File: config.mk
export PLATFORM = sky130hd
export DESIGN_NAME = uei_top
export DESIGN_NICKNAME = d
export VERILOG_FILES = /design/src/design/uei_pkg.sv /design/src/design/uei_flag_if.sv /design/src/design/uei_top.sv /design/src/design/uei_sticky_flags.sv
export VERILOG_INCLUDE_DIRS = /design/src /design/src/design
export SDC_FILE = /design/constraint.sdc
export NUM_CORES = 1
export LEC_CHECK = 0
export BUFFER_PORTS_ARGS = -buffer_cell sky130_fd_sc_hd__buf_4
export CELL_PAD_IN_SITES_DETAIL_PLACEMENT = 0
export CELL_PAD_IN_SITES_GLOBAL_PLACEMENT = 1
export CORE_MARGIN = 2
export CORE_UTILIZATION = 41
export CTS_BUF_LIST = sky130_fd_sc_hd__clkbuf_2 sky130_fd_sc_hd__clkbuf_4 sky130_fd_sc_hd__clkbuf_8
export DETAILED_ROUTE_END_ITERATION = 6
export GPL_ROUTABILITY_DRIVEN = 0
export PLACE_DENSITY = 0.94
export SLEW_MARGIN = 20
export SYNTH_ARGS = -nofsm -noshare
export SYNTH_HDL_FRONTEND = slang
export SYNTH_SLANG_ARGS = --single-unit
File: constraint.sdc
create_clock -name i_ref_clk -period 2.8 [get_ports i_ref_clk]
set_clock_uncertainty 0.05 [all_clocks]
set_input_delay 0.42 -clock i_ref_clk [delete_from_list [all_inputs] [get_ports i_ref_clk]]
set_output_delay 0.42 -clock i_ref_clk [all_outputs]
set_load 0.05 [all_outputs]
File: src/design/uei_defines.svh
// How it works
// - supply error flag, bit 23, sets when supply drops during a live session
// - session request flag, bit 22, sets on partner session request
// - disconnect flag, bit 21: peripheral leaves (host) or session ends (device)
// - connect flag, bit 20, sets in host mode when a peripheral attaches
// - bits 31:24 are read/write enables for the eight link events
// - reset/babble enable, bit 26, covers reset or babble; resets to one
// - frame start, wakeup and sleep events interrupt only while enabled
// - flag bits 23:16 are read-only, hardware set, zero after reset
// - bits 7:1 are endpoint receive enables, reset to one; bit 0 absent
// - unimplemented bits ignore writes and read as zero
// - version bit 15 shows a prerelease build
// - version bits 14:10 hold the read-only major revision
// - version bits 9:0 hold the minor revision; writes do nothing
`ifndef UEI_DEFINES_SVH
`define UEI_DEFINES_SVH

// ----------------------------------------
// register map (byte addresses)
// ----------------------------------------
`define UEI_ADDR_W 12
`define UEI_OFS_EVT 12'h000
`define UEI_OFS_VER 12'h004
`define UEI_OFS_CFG 12'h008
`define UEI_OFS_EPST 12'h00c

// ----------------------------------------
// field positions
// ----------------------------------------
`define UEI_EN_MSB 31
`define UEI_EN_LSB 24
`define UEI_FL_MSB 23
`define UEI_FL_LSB 16
`define UEI_EP_MSB 7
`define UEI_EP_LSB 1
`define UEI_F_SUPPLY 7
`define UEI_F_SESSION 6
`define UEI_F_DISC 5
`define UEI_F_CONN 4
`define UEI_F_SOF 3
`define UEI_F_RST 2
`define UEI_F_WAKE 1
`define UEI_F_SLEEP 0
`define UEI_CFG_HOST 0
`define UEI_VER_RC_BIT 15
`define UEI_VER_MAJ_MSB 14
`define UEI_VER_MAJ_LSB 10
`define UEI_VER_MIN_MSB 9
`define UEI_VER_MIN_LSB 0

// ----------------------------------------
// reset and fixed values
// ----------------------------------------
`define UEI_EN_RST 8'h06
`define UEI_EP_RST 7'h7f
`define UEI_VER_RC 1'h0
`define UEI_VER_MAJOR 5'h02
`define UEI_VER_MINOR 10'h000

`endif

File: src/design/uei_pkg.sv
package uei_pkg;

	// ----------------------------------------
	// bus slave states
	// ----------------------------------------
	typedef enum logic [1:0] {
		UEI_ST_IDLE = 2'b01,
		UEI_ST_RESP = 2'b10
	} uei_state_t;

	// ----------------------------------------
	// all state of the top module
	// ----------------------------------------
	typedef struct packed {
		uei_state_t state;
		logic [7:0] en;
		logic [6:0] ep_en;
		logic host_mode;
		logic vbus_valid;
		logic session;
		logic pready;
		logic pslverr;
		logic [31:0] prdata;
		logic [7:0] rd_evt;
		logic [6:0] rd_ep;
		logic irq;
	} uei_regs_t;

endpackage

File: src/design/uei_flag_if.sv
`timescale 1ns/100ps
interface uei_flag_if #(
	parameter int W = 8
);
	logic [W-1:0] set;
	logic [W-1:0] clr;
	logic [W-1:0] flags;

	modport owner (
		input set,
		input clr,
		output flags
	);
	modport user (
		output set,
		output clr,
		input flags
	);
endinterface

File: src/design/uei_top.sv
// The implementer's own choices: the APB register port and the placing of the registers.
`timescale 1ns/100ps
`include "uei_defines.svh"
module uei_top (
	// clock and reset
	input wire logic i_ref_clk,
	input wire logic i_sys_rst,

	// apb slave
	input wire logic i_psel,
	input wire logic i_penable,
	input wire logic i_pwrite,
	input wire logic [`UEI_ADDR_W-1:0] i_paddr,
	input wire logic [31:0] i_pwdata,
	input wire logic [3:0] i_pstrb,
	output logic [31:0] o_prdata,
	output logic o_pready,
	output logic o_pslverr,

	// link status levels
	input wire logic i_vbus_valid,
	input wire logic i_session_active,

	// link event pulses
	input wire logic i_session_request,
	input wire logic i_peripheral_connect,
	input wire logic i_peripheral_disconnect,
	input wire logic i_frame_start,
	input wire logic i_bus_reset,
	input wire logic i_babble,
	input wire logic i_wakeup_signal,
	input wire logic i_sleep_signal,

	// endpoint receive completion pulses
	input wire logic [`UEI_EP_MSB:`UEI_EP_LSB] i_ep_rx_done,

	// interrupt and mode
	output logic o_usb_irq,
	output logic o_host_mode,
	output logic [`UEI_EP_MSB:`UEI_EP_LSB] o_ep_rx_irq_en
);
	import uei_pkg::*;

	// ----------------------------------------
	// state and flag banks
	// ----------------------------------------
	uei_regs_t st_q;
	uei_regs_t st_d;

	uei_flag_if #(.W(8)) evt_if ();
	uei_flag_if #(.W(7)) ep_if ();

	uei_sticky_flags #(.W(8)) u_evt_flags (
		.i_ref_clk(i_ref_clk),
		.i_sys_rst(i_sys_rst),
		.bus(evt_if.owner)
	);

	uei_sticky_flags #(.W(7)) u_ep_flags (
		.i_ref_clk(i_ref_clk),
		.i_sys_rst(i_sys_rst),
		.bus(ep_if.owner)
	);

	// ----------------------------------------
	// link event detection
	// ----------------------------------------
	logic supply_drop;
	logic session_end;
	logic [7:0] evt_set;

	// edges rather than levels, so a read clear is not undone at once
	// while the supply stays low
	assign supply_drop = st_q.vbus_valid & ~i_vbus_valid & i_session_active;
	assign session_end = st_q.session & ~i_session_active;

	always_comb begin
		evt_set = 8'h00;
		evt_set[`UEI_F_SUPPLY] = supply_drop;
		evt_set[`UEI_F_SESSION] = i_session_request;
		if (st_q.host_mode) begin
			evt_set[`UEI_F_DISC] = i_peripheral_disconnect;
			evt_set[`UEI_F_CONN] = i_peripheral_connect;
			evt_set[`UEI_F_RST] = i_babble;
		end else begin
			evt_set[`UEI_F_DISC] = session_end;
			evt_set[`UEI_F_CONN] = 1'b0;
			evt_set[`UEI_F_RST] = i_bus_reset;
		end
		evt_set[`UEI_F_SOF] = i_frame_start;
		evt_set[`UEI_F_WAKE] = i_wakeup_signal;
		evt_set[`UEI_F_SLEEP] = i_sleep_signal;
	end

	assign evt_if.set = evt_set;
	assign ep_if.set = i_ep_rx_done;

	// ----------------------------------------
	// address decode
	// ----------------------------------------
	logic access;
	logic hit_evt;
	logic hit_ver;
	logic hit_cfg;
	logic hit_epst;
	logic hit_any;
	logic [31:0] wmask;

	assign access = i_psel & i_penable;
	assign hit_evt = (i_paddr == `UEI_OFS_EVT);
	assign hit_ver = (i_paddr == `UEI_OFS_VER);
	assign hit_cfg = (i_paddr == `UEI_OFS_CFG);
	assign hit_epst = (i_paddr == `UEI_OFS_EPST);
	assign hit_any = hit_evt | hit_ver | hit_cfg | hit_epst;
	assign wmask = {{8{i_pstrb[3]}}, {8{i_pstrb[2]}},
		{8{i_pstrb[1]}}, {8{i_pstrb[0]}}};

	// ----------------------------------------
	// read data
	// ----------------------------------------
	logic [31:0] rd_word;

	always_comb begin
		rd_word = 32'h0000_0000;
		if (hit_evt) begin
			rd_word[`UEI_EN_MSB:`UEI_EN_LSB] = st_q.en;
			rd_word[`UEI_FL_MSB:`UEI_FL_LSB] = evt_if.flags;
			rd_word[`UEI_EP_MSB:`UEI_EP_LSB] = st_q.ep_en;
		end else if (hit_ver) begin
			rd_word[`UEI_VER_RC_BIT] = `UEI_VER_RC;
			rd_word[`UEI_VER_MAJ_MSB:`UEI_VER_MAJ_LSB] =
				`UEI_VER_MAJOR;
			rd_word[`UEI_VER_MIN_MSB:`UEI_VER_MIN_LSB] =
				`UEI_VER_MINOR;
		end else if (hit_cfg) begin
			rd_word[`UEI_CFG_HOST] = st_q.host_mode;
		end else if (hit_epst) begin
			rd_word[`UEI_EP_MSB:`UEI_EP_LSB] = ep_if.flags;
		end
	end

	// ----------------------------------------
	// write merge
	// ----------------------------------------
	logic [31:0] evt_old;
	logic [31:0] evt_new;
	logic [31:0] cfg_new;

	assign evt_old = {st_q.en, 16'h0000, st_q.ep_en, 1'b0};
	assign evt_new = (evt_old & ~wmask) | (i_pwdata & wmask);
	assign cfg_new = ({31'h0, st_q.host_mode} & ~wmask) |
		(i_pwdata & wmask);

	// ----------------------------------------
	// next state
	// ----------------------------------------
	// one wait state: the answer is computed in the first access cycle
	// and registered, so bus outputs come straight from flip-flops
	always_comb begin
		st_d = st_q;
		st_d.vbus_valid = i_vbus_valid;
		st_d.session = i_session_active;
		st_d.pready = 1'b0;
		evt_if.clr = 8'h00;
		ep_if.clr = 7'h00;
		case (st_q.state)
			UEI_ST_IDLE: begin
				if (access) begin
					st_d.state = UEI_ST_RESP;
					st_d.pready = 1'b1;
					st_d.pslverr = ~hit_any;
					st_d.prdata = i_pwrite ? 32'h0000_0000 : rd_word;
					// remember exactly what was reported; only those
					// bits are cleared when the transfer completes
					st_d.rd_evt = (~i_pwrite & hit_evt) ?
						evt_if.flags : 8'h00;
					st_d.rd_ep = (~i_pwrite & hit_epst) ?
						ep_if.flags : 7'h00;
				end
			end
			UEI_ST_RESP: begin
				st_d.state = UEI_ST_IDLE;
				st_d.pslverr = 1'b0;
				if (access) begin
					evt_if.clr = st_q.rd_evt;
					ep_if.clr = st_q.rd_ep;
					if (i_pwrite & hit_evt) begin
						st_d.en =
							evt_new[`UEI_EN_MSB:`UEI_EN_LSB];
						st_d.ep_en =
							evt_new[`UEI_EP_MSB:`UEI_EP_LSB];
					end
					if (i_pwrite & hit_cfg) begin
						st_d.host_mode = cfg_new[`UEI_CFG_HOST];
					end
				end
				st_d.rd_evt = 8'h00;
				st_d.rd_ep = 7'h00;
			end
			default: begin
				st_d.state = UEI_ST_IDLE;
				st_d.pslverr = 1'b0;
			end
		endcase
		// frame start, wakeup and sleep need their enables like the rest
		st_d.irq = (|(evt_if.flags & st_q.en)) |
			(|(ep_if.flags & st_q.ep_en));
	end

	// ----------------------------------------
	// registers
	// ----------------------------------------
	always_ff @(posedge i_ref_clk or posedge i_sys_rst) begin
		if (i_sys_rst) begin
			st_q.state <= UEI_ST_IDLE;
			st_q.en <= `UEI_EN_RST;
			st_q.ep_en <= `UEI_EP_RST;
			st_q.host_mode <= 1'b0;
			st_q.vbus_valid <= 1'b0;
			st_q.session <= 1'b0;
			st_q.pready <= 1'b0;
			st_q.pslverr <= 1'b0;
			st_q.prdata <= 32'h0000_0000;
			st_q.rd_evt <= 8'h00;
			st_q.rd_ep <= 7'h00;
			st_q.irq <= 1'b0;
		end else begin
			st_q <= st_d;
		end
	end

	// ----------------------------------------
	// outputs
	// ----------------------------------------
	assign o_prdata = st_q.prdata;
	assign o_pready = st_q.pready;
	assign o_pslverr = st_q.pslverr;
	assign o_usb_irq = st_q.irq;
	assign o_host_mode = st_q.host_mode;
	assign o_ep_rx_irq_en = st_q.ep_en;
endmodule

File: src/design/uei_sticky_flags.sv
`timescale 1ns/100ps
module uei_sticky_flags #(
	parameter int W = 8
) (
	// clock and reset
	input wire logic i_ref_clk,
	input wire logic i_sys_rst,
	// flag port
	uei_flag_if.owner bus
);
	typedef struct packed {
		logic [W-1:0] flags;
	} uei_flag_state_t;

	uei_flag_state_t st_q;
	uei_flag_state_t st_d;

	// a set in the clearing cycle survives: set is applied last
	always_comb begin
		st_d = st_q;
		st_d.flags = (st_q.flags & ~bus.clr) | bus.set;
	end

	always_ff @(posedge i_ref_clk or posedge i_sys_rst) begin
		if (i_sys_rst) begin
			st_q <= '0;
		end else begin
			st_q <= st_d;
		end
	end

	assign bus.flags = st_q.flags;
endmodule

Yosys cells after proc, flatten, opt, wreduce, memory -nomap -nowiden. Index checks and enable logic that the tools add are counted.

Register bits: 85. Bits of input ports: 70. Output and inout bits: 43. Word-level logic and storage cells: 82.

Equal/unequal tests: 6. Muxes and demuxes: 24. Bitwise gates (word level): 30. Reductions and logical operators: 8.

Operators by type and width (count): $and A32 B32 Y32 (2); $mux W49 (1); $mux W7 (6); $mux W8 (5); $mux W32 (1); $not A32 Y32 (1); $or A32 B32 Y32 (1); $pmux W15 S2 (1); $eq A12 B4 Y1 const B (2); $and A8 B8 Y8 (2); $mux W16 (1); $and A7 B7 Y7 (2); $eq A12 B3 Y1 const B (1); $logic_not A12 Y1 (1); $and A1 B1 Y1 (9); $not A8 Y8 (1); $or A8 B8 Y8 (1); $reduce_or A8 Y1 (1); $not A7 Y7 (1); $or A7 B7 Y7 (1); $reduce_or A7 Y1 (1); $mux W2 (3); $reduce_and A3 Y1 (2); $mux W1 (5); 8 further kinds (16).

Depth between registers and ports, before layout. Gate-level depths: netlist of run 1.

Word-level depth: 8. Gate-level depth with buffers: 7. Depth with buffers taken out: 6.

Modules after synthesis. Synthesis of run 1 repeated with hierarchy kept, for this count alone.

Cell total of the unflattened synthesis: 282. Area total of the unflattened synthesis: 3527.1 um2.

Modules (own cells, without submodules): uei_top (times used 1, cells each 235, area each 2975.4 um2, seq. area each 1589.0 um2); uei_sticky_flags (u_evt_flags) (times used 1, cells each 25, area each 294.0 um2, seq. area each 200.2 um2); uei_sticky_flags (u_ep_flags) (times used 1, cells each 22, area each 257.7 um2, seq. area each 175.2 um2).

Least setup slack after synthesis of run 1. OpenSTA, ideal clock, no wires.

Path type: input port to flip-flop. Start point: input port i_paddr[5]. End point: register (tool-made name). Library setup time: 125 ps. Arrival time: 1618 ps. Required time: 2625 ps. Path slack: 1007 ps. Stages on the path: 5. Path buffers: 1. Cells stage by stage: nor4_4 nand2_1 or3_1 buf_6 mux2_4.

RTL lines: from (decl) (line uei_top.sv:13) `` input wire logic [`UEI_ADDR_W-1:0] i_paddr, ``.

==> impl_metrics.toml, run 1 <==
[setup_path]
reg2reg_from = "st_q[68]"
crit_type = "flop to flop"
crit_required_ns = 2.98
cp-end-kind = "flop"
worstPathCellList = "and4b_1 > nand3_1 > or3_1 > mux2_4"
ff2ff_path_depth = 4
r2r_setup_slack_ns = 0.89
cpPeakStageDelay_ns = 0.58
crit_slowest_cell = "or3_1"
arrival_ns = 2.09
cp-start-kind = "flop"
worstPathMaxFanout = 8

[detailed_routing]
antenna_left = 0
wl_met2_um = 3790
drc = 0
wl_per_cell_um = 17.7
wl_met1_um = 3220
routed-wl-met3_um = 604
dr.first_iter.drc_count = 127
vias_per_cell = 5.29
drt_first_pass_iters = 4
vias = 2300
totalWireLength_um = 7710
maxUsedRoutingLayer = "met4"

[die]
die_h_um = 95.2
initial_core_util_pct = 41.9
coreArea_um2 = 8130
rows = 33
die_area_um2 = 9060
ioPinCount = 113
dieWidth_um = 95.2

[power]
power_density_nw_per_um2 = 556
ir_worst_vdd_mv = 0.294
p_leak_nw = 2.01
power_mw = 2.32

[synthesis]
yosys.area.top_type = "dfrtp_1"
synth_top_area_share_pct = 49.9
synth-main-ff-cell = "dfrtp_1"
async_reset_ff_share_pct = 100
ys_warn_count = 0
synth.avg_cell_area_um2 = 13.0
synth_seq_cells = 78
post_synth_inst_count = 263
synth_area_leaders = "dfrtp_1 50%, buf_4 9.3%, a22o_1 8.7%, dfstp_2 7.7%, mux2_4 3.5%"
syn_area_um2 = 3410
synth_cell_types = 37
synth-seq-area-share_pct = 57.7
synth_edf_count = 0

[sta]
fin_crit_ns = 1.91
slew_viol_final = 0
timing.fmax_mhz = 522
tns_ns = 0
slew_headroom_pct = 56.7
setup_violations = 0
grt_setup_unrepaired = "no"
min_period_over_period_pct = 68.4
worst_pin_slew_ns = 0.649
hold_viol = 0

[global_routing]
grt_overflow = 0
grt_max_degree = 43
grt_first_pass_wirelength_um = 12400
grt_antenna_before_repair = 0
grt_pass1_vias = 2338
track_usage_pct = 18.6

[placed_design]
port_buffers = 87
dp_hpwl_um = 5370
placed_cell_area_um2 = 3930

[cts]
htree_levels = 3
clkLatencyLatePin_ns = 0.35
clockBufferDepth = 2
post-cts-setup-buffers = 0
cts_made_buffers = 9
tritoncts = "yes"
ctsRootBufferMaster = "clkbuf_8"
holdBufCountCts = 0
cts_resized = 0
clock-sinks = 78
clk_pin_slew_ns = 0.08

[layout]
nFillCells = 706
area_growth_pct = 22.7
diodes = 0
final_area_um2 = 4180
mostFrequentLayoutCells = "93 x buf_4, 68 x dfrtp_1, 34 x a22o_1"
layout_commonest_cell = "buf_4"
drive_gt1_share_pct = 43.0
final_util_pct = 51.4
layout.nets = 395

[run_status]
status = "finished clean"

[flow_run]
drv_cap = 0

[hold_path]
min_path_type = "input pin to asynchronous set/reset pin"
cells by family (layout without fill, tap and decap cells):
kind of cell,count (synthesis),count (layout),synth area share (%)
DFF,78,78,57.7
AOI/OAI and AO/OA,64,64,16.1
buffers and inverters,54,115,10.9
and+or+nand+nor,50,50,9.07
muxes,16,16,6.17
other,1,7,0.110
cell usage after synthesis, types with 2 or more instances:
| cell type | instances |
|---|---|
| nand4b_1 | 2 |
| nand2_1 | 18 |
| dfstp_2 | 10 |
| clkbuf_1 | 3 |
| a22o_1 | 34 |
| mux2_4 | 8 |
| nor2_1 | 4 |
| nor4_4 | 2 |
| a22oi_1 | 4 |
| inv_1 | 4 |
| buf_4 | 42 |
| buf_2 | 3 |
| nand3_1 | 3 |
| a221o_1 | 9 |
| nor3_2 | 2 |
| mux2_2 | 8 |
| a21o_1 | 11 |
| and3_1 | 2 |
| nor2b_1 | 9 |
| dfrtp_1 | 68 |
metrics by stage:
step                      instances  worst slack [ns]  hold slack [ns]
after floorplan                 269             0.352            0.389
after global placement          419             0.625            0.409
after detailed placement        419             0.593            0.426
after CTS                       435             0.869            0.102
after global routing            435             0.727            0.118
final                           435             0.885           0.0906
worst max-delay path by stage:
stage | depth (start not counted) | slack, ns | to | start
after CTS | 4 | 0.87 | flop | st_q[68]
after floorplan | 1 | 0.35 | asynchronous set/reset pin | i_sys_rst
after global routing | 6 | 0.73 | o_prdata[7] | st_q[68]
after detailed placement | 5 | 0.59 | flop | i_paddr[9]
after global placement | 5 | 0.62 | flop | i_paddr[5]
final | 4 | 0.89 | flop | st_q[68]
worst max-delay path: cells and delay by family, from the launching register on:
kind	cells	cell delay, ns
and+or+nand+nor	3	0.97
muxes	1	0.39
DFF	1	0.38
power breakdown:
part           switching, mW  internal (mW)
registers            0.00358           1.13
logic                 0.0940         0.0616
clock network          0.395          0.636
area by class of cell:
class / instances / area, µm² / area share [%]
Clock buffer: 12 / 153 / 3.65
Clock inverter: 4 / 95.1 / 2.27
Inverter: 5 / 20.0 / 0.479
Multi-Input combinational cell: 137 / 1100 / 26.3
Sequential cell: 78 / 1960 / 47.0
Tap cell: 105 / 131 / 3.14
Timing Repair Buffer: 94 / 718 / 17.2
per-layer routing:
metal  vias up  global-route usage (%)
met2        81                    29.3
met1      1170                    23.9
met4         0                    6.76
met5         -                       0
met3         9                    6.32
li1       1040                       -
No activity file was read; power rests on OpenSTA's default activity.
==> run 2, diff against run 1 <==
==> constraint.sdc (replaced) <==
create_clock -name i_ref_clk -period 1.9 [get_ports i_ref_clk]
set_clock_uncertainty 0.05 [all_clocks]
set_input_delay 0.285 -clock i_ref_clk [delete_from_list [all_inputs] [get_ports i_ref_clk]]
set_output_delay 0.285 -clock i_ref_clk [all_outputs]
set_load 0.05 [all_outputs]
==> run 2 against run 1 <==
  * Clock-buffer cell count shrank 3
  * Flip-flop and latch count unchanged
  * Combinational power grew 53%
  * Hold slack worse by 0.088 ns
  * Via count fell by 0.22%
  * Non-clock buffer count grew 9
  * Power rose by 32%
  * Sequential power up 46%
  * Clock power is 13% higher
  * Maximum frequency increased by 6.7%
  * Die area unchanged
  * Routed wire length down 1.2%
  * Largest power group unchanged
==> impl_metrics.toml, run 2 (same netlist as run 1, synthesis figures left out) <==
[layout]
final_cells = 444
final_area_um2 = 4210
nFillCells = 721
drive_gt1_share_pct = 44.0
multi_input_area_um2 = 1100
area_growth_pct = 23.5
layout_commonest_cell = "buf_4"
mostFrequentLayoutCells = "99 x buf_4, 68 x dfrtp_1, 34 x a22o_1"
layout.nets = 404
seqCellArea_um2 = 1960
diodes = 0

[detailed_routing]
wl_per_cell_um = 17.2
drt_first_pass_iters = 4
dr.first_iter.drc_count = 82
totalWireLength_um = 7620
vias_per_cell = 5.17
vias = 2295
drc = 0
antenna_left = 0

[cts]
clock-sinks = 78
tritoncts = "yes"
ctsRootBufferMaster = "clkbuf_8"
cts_made_buffers = 9
post-cts-setup-buffers = 0
clkLatencyLatePin_ns = 0.35
htree_levels = 3
clockBufferDepth = 2
clk_pin_slew_ns = 0.08

[die]
die_area_um2 = 9060
rows = 33
die_h_um = 95.2
dieWidth_um = 95.2
ioPinCount = 113
coreArea_um2 = 8130
initial_core_util_pct = 41.9

[sta]
timing.fmax_mhz = 557
grt_setup_unrepaired = "no"
slew_viol_final = 0
fin_crit_ns = 1.80
setup_violations = 0
hold_viol = 0
tns_ns = 0
min_period_over_period_pct = 94.5

[setup_path]
cp-end-kind = "flop"
crit_type = "flop to flop"
crit_required_ns = 2.08
worstPathMaxFanout = 8
cp-start-kind = "flop"
r2r_setup_slack_ns = 0.10
arrival_ns = 1.97

[power]
clock_power_share_pct = 37.7
power_switching_share_pct = 26.0
p_int_mw = 2.27
seqPwrFrac_pct = 54.6
ir_worst_vdd_mv = 0.336
p_switching_mw = 0.799
p_comb_share_pct = 7.7
p_leak_nw = 2.02
power_density_nw_per_um2 = 729

[global_routing]
grt_first_pass_wirelength_um = 11800
track_usage_pct = 17.5
grt_pass1_vias = 2319
grt_antenna_before_repair = 0
grt_overflow = 0
grt_max_degree = 79

[placed_design]
dp_hpwl_um = 5310
port_buffers = 87
dp.cells = 426
placed_cell_area_um2 = 4000

[flow_run]
drv_cap = 0

[hold_path]
min_path_type = "input pin to asynchronous set/reset pin"

[run_status]
status = "finished clean"
-- run 2: cell count changes in the layout (fill, tap and decap cells not counted), sizes merged --
cell / change
buf: +7
clkbuf: -3
bufinv: -3
dlygate4sd3: +2
clkinvlp: +2
inv: +4
-- run 2: area by class of cell --
type                            count  share of cell area (%)
Timing Repair Buffer              103                    19.1
Clock inverter                      7                    1.49
Tap cell                          105                    3.12
Clock buffer                        9                    2.94
Inverter                            5                   0.535
Multi-Input combinational cell    137                    26.1
Sequential cell                    78                    46.7
-- run 2: what timing repair did --
item                       in CTS  in global routing
setup endpoints to repair       0                  0
hold endpoints to repair        1                  1
resized for setup               0                  0
hold buffers                    1                  1
-- run 2: critical path, stage by stage (launching register included) --
cell	delay, ns
dfstp_2	0.38
and4b_1	0.31
nand3_1	0.08
or3_1	0.34
buf_4	0.21
mux2_4	0.30
-- run 2: metrics by stage --
step / power, mW / hold slack [ns] / util (%) / setup WS [ns]
6_report: 3.07 / 0.00242 / 51.7 / 0.105
5_1_grt: 3.20 / 0.0176 / 51.7 / 0.0719
4_1_cts: 3.10 / 0.00283 / 51.6 / 0.118
3_5_place_dp: 1.94 / 0.356 / 49.2 / -0.0182
3_3_place_gp: 1.94 / 0.355 / 49.2 / 0.0142
2_1_floorplan: 1.82 / 0.266 / - / 0.187
-- run 2: path summary, 6_finish.rpt --
kind / start / end / cells past startpoint
max in group asynchronous: i_sys_rst / asynchronous set/reset pin / 3
hold reg to reg: st_q[69] / o_pslverr / 1
min in group i_ref_clk: i_session_request / u_evt_flags.bus.flags[6] / 2
hold / removal: i_sys_rst / o_pslverr / 3
setup / recovery: st_q[68] / flop / 5
setup reg to reg: st_q[68] / flop / 5
-- run 2: power by group through the flow --
| stage | clock network (mW) | logic (mW) | registers, mW |
|---|---|---|---|
| global route | 1.27 | 0.258 | 1.68 |
| CTS | 1.19 | 0.240 | 1.67 |
| finish | 1.16 | 0.238 | 1.67 |
| detailed placement | 0 | 0.237 | 1.71 |
| global placement | 0 | 0.233 | 1.71 |
| floorplan | 0 | 0.0988 | 1.72 |
-- run 2: metal layers --
metal / global-route usage, % / routed length, µm / part of all wire, %
met1: 23.6 / 3400 / 45
met4: 8.09 / 159 / 2.1
met5: 0 / 0 / 0
met3: 4.43 / 428 / 5.6
met2: 26.5 / 3630 / 48
==> run 3, diff against run 2 <==
--- a/config.mk
+++ b/config.mk
@@ -6,11 +6,12 @@
 export SDC_FILE = /design/constraint.sdc
 export NUM_CORES = 1
 export LEC_CHECK = 0
+export ABC_AREA = 1
 export BUFFER_PORTS_ARGS = -buffer_cell sky130_fd_sc_hd__buf_4
 export CELL_PAD_IN_SITES_DETAIL_PLACEMENT = 0
 export CELL_PAD_IN_SITES_GLOBAL_PLACEMENT = 1
 export CORE_MARGIN = 2
-export CORE_UTILIZATION = 41
+export CORE_UTILIZATION = 38
 export CTS_BUF_LIST = sky130_fd_sc_hd__clkbuf_2 sky130_fd_sc_hd__clkbuf_4 sky130_fd_sc_hd__clkbuf_8
 export DETAILED_ROUTE_END_ITERATION = 6
 export GPL_ROUTABILITY_DRIVEN = 0
==> run 3 against run 2 <==
  * Sequential power about the same
  * Final cell count up 36%
  * Via count up 18%
  * Final area up 4.3%
  * Clock-buffer cell count up 1
  * Power up 11%
  * Non-clock buffer count down 7
  * Global-route usage down 1.0 points
  * Sequential share of layout area down 1.9 points
  * Hold slack better by 0.046 ns
  * Register-to-register slack better by 0.13 ns
  * Die area up 12%
  * Largest cell class unchanged
==> impl_metrics.toml, run 3 <==
[sta]
setup_slack_ns = 0.233
fin_crit_ns = 1.67
setup_violations = 0
worst_pin_slew_ns = 0.537
tns_ns = 0
grt_setup_unrepaired = "no"
hold_viol = 0
timing.fmax_mhz = 600
slew_viol_final = 0
min_period_over_period_pct = 87.7
slew_headroom_pct = 64.1

[placed_design]
placed_cell_area_um2 = 4120
dp_hpwl_um = 5600
post-place-ws_ns = 0.258
port_buffers = 87

[synthesis]
synthSimpleGateAreaFrac_pct = 27.2
synth_top_area_share_pct = 47.8
yosys.area.top_type = "dfrtp_1"
synth.cells.most_frequent = "176 x nand2_1, 68 x dfrtp_1, 40 x buf_4, 34 x nor2_1, 29 x inv_1"
synth-main-ff-cell = "dfrtp_1"
synth_mux_area_share_pct = 0
yosysMostFrequentCell = "nand2_1"
synth-seq-area-share_pct = 55.1
synth_adder_area_share_pct = 0
synth_cell_types = 28
async_reset_ff_share_pct = 100
ys_warn_count = 0
post_synth_inst_count = 420
synth-compound-area-share_pct = 4.71
synth_top_family_by_area = "simple AND/OR/NAND/NOR gates"
synth_seq_cells = 78
synth_area_leaders = "dfrtp_1 48%, nand2_1 19%, buf_4 8.4%, dfstp_2 7.4%, nor2_1 3.6%"
synthXorXnorAreaFrac_pct = 0
syn_area_um2 = 3560
synth.avg_cell_area_um2 = 8.48
synth_edf_count = 0

[global_routing]
met2_usage_pct = 25.5
grt_overflow = 0
use_met3_pct = 3.95
top_usage_layer = "met2"
grt_max_degree = 79
met1_usage_pct = 22.1
track_usage_pct = 16.4
grt_pass1_vias = 2720
grt_antenna_before_repair = 0
grt_first_pass_wirelength_um = 12900

[cts]
htree_levels = 3
clockBufferDepth = 2
tritoncts = "yes"
clock-sinks = 78
ctsRootBufferMaster = "clkbuf_8"
clk_pin_slew_ns = 0.09
cts_made_buffers = 9
clkLatencyLatePin_ns = 0.36

[die]
die_h_um = 101
die_area_um2 = 10200
coreArea_um2 = 9150
dieWidth_um = 101
rows = 35
ioPinCount = 113
initial_core_util_pct = 38.9

[detailed_routing]
totalWireLength_um = 7690
vias = 2715
drc = 0
antenna_left = 0
drt_first_pass_iters = 4
dr.first_iter.drc_count = 115
wl_per_cell_um = 12.7
vias_per_cell = 4.50

[layout]
area_growth_pct = 23.2
mostFrequentLayoutCells = "176 x nand2_1, 91 x buf_4, 68 x dfrtp_1"
layout.nets = 558
diodes = 0
drive_gt1_share_pct = 28.0
layout_commonest_cell = "nand2_1"
final_area_um2 = 4390

[flow_run]
drv_cap = 0

[power]
p_leak_nw = 2.32
power_density_nw_per_um2 = 779
ir_worst_vdd_mv = 0.368

[setup_path]
crit_type = "flop to flop"
crit_required_ns = 2.07
arrival_ns = 1.83
cp-end-kind = "flop"
cp-start-kind = "flop"
worstPathMaxFanout = 10

[hold_path]
min_path_type = "input pin to flop"

[run_status]
status = "finished clean"
-- run 3: kinds of logic (layout without fill, tap and decap cells) --
logic type             count (synthesis)  in the layout
AND/OR/NAND/NOR                      236            236
flip-flops                            78             78
buffers and inverters                 78            145
AO/OA/AOI/OAI                         27             27
other                                  1              7
-- run 3: worst max-delay path, cell delays in order, from the launching register on --
cell,delay (ns)
dfstp_2,0.52
inv_1,0.06
nor2_4,0.11
nand2_4,0.12
nand2_1,0.10
clkinv_1,0.33
nand2_1,0.14
o21ai_0,0.10
-- run 3: final timing paths --
kind	to	startpoint	cells after the start	slack, ns
min in group asynchronous	o_prdata[4]	i_sys_rst	4	0.55
setup / recovery	st_q[1]	st_q[68]	7	0.23
hold / removal	u_evt_flags.bus.flags[1]	i_wakeup_signal	2	0.05
setup reg to reg	st_q[1]	st_q[68]	7	0.23
hold reg to reg	u_evt_flags.bus.flags[7]	st_q[51]	1	0.42
max in group asynchronous	st_q[68]	i_sys_rst	4	0.90
-- run 3: power breakdown --
| group | switching (mW) | internal, mW | total (mW) |
|---|---|---|---|
| logic | 0.151 | 0.0996 | 0.251 |
| clock network | 0.608 | 0.887 | 1.49 |
| registers | 0.00403 | 1.67 | 1.67 |
-- run 3: layer usage --
metal	vias to the layer above	share of wire, %
met1	1240	44
li1	1379	-
met5	-	0
met2	84	47
met4	0	1.9
met3	12	7.1
-- run 3: timing repair --
item | 4_1_cts | 5_1_grt
hold endpoints to repair | 4 | 0
buffers inserted | 0 | 0
hold buffers | 3 | 0
resized for setup | 0 | 0
-- run 3: area by class of cell --
class / instances / area (µm²)
Clock inverter: 6 / 111
Multi-Input combinational cell: 270 / 1160
Timing Repair Buffer: 96 / 753
Fill cell: 841 / 4760
Tap cell: 111 / 139
Inverter: 33 / 128
Clock buffer: 10 / 131
Sequential cell: 78 / 1960
-- run 3: stage by stage --
stage	hold WS [ns]	total power, mW	util, %	cells
4_1_cts	0.0432	3.44	48.0	604
3_3_place_gp	0.355	1.95	45.0	585
3_5_place_dp	0.355	1.96	45.0	585
6_report	0.0483	3.42	48.0	604
2_1_floorplan	0.266	1.84	-	426
5_1_grt	0.0471	3.53	48.0	604
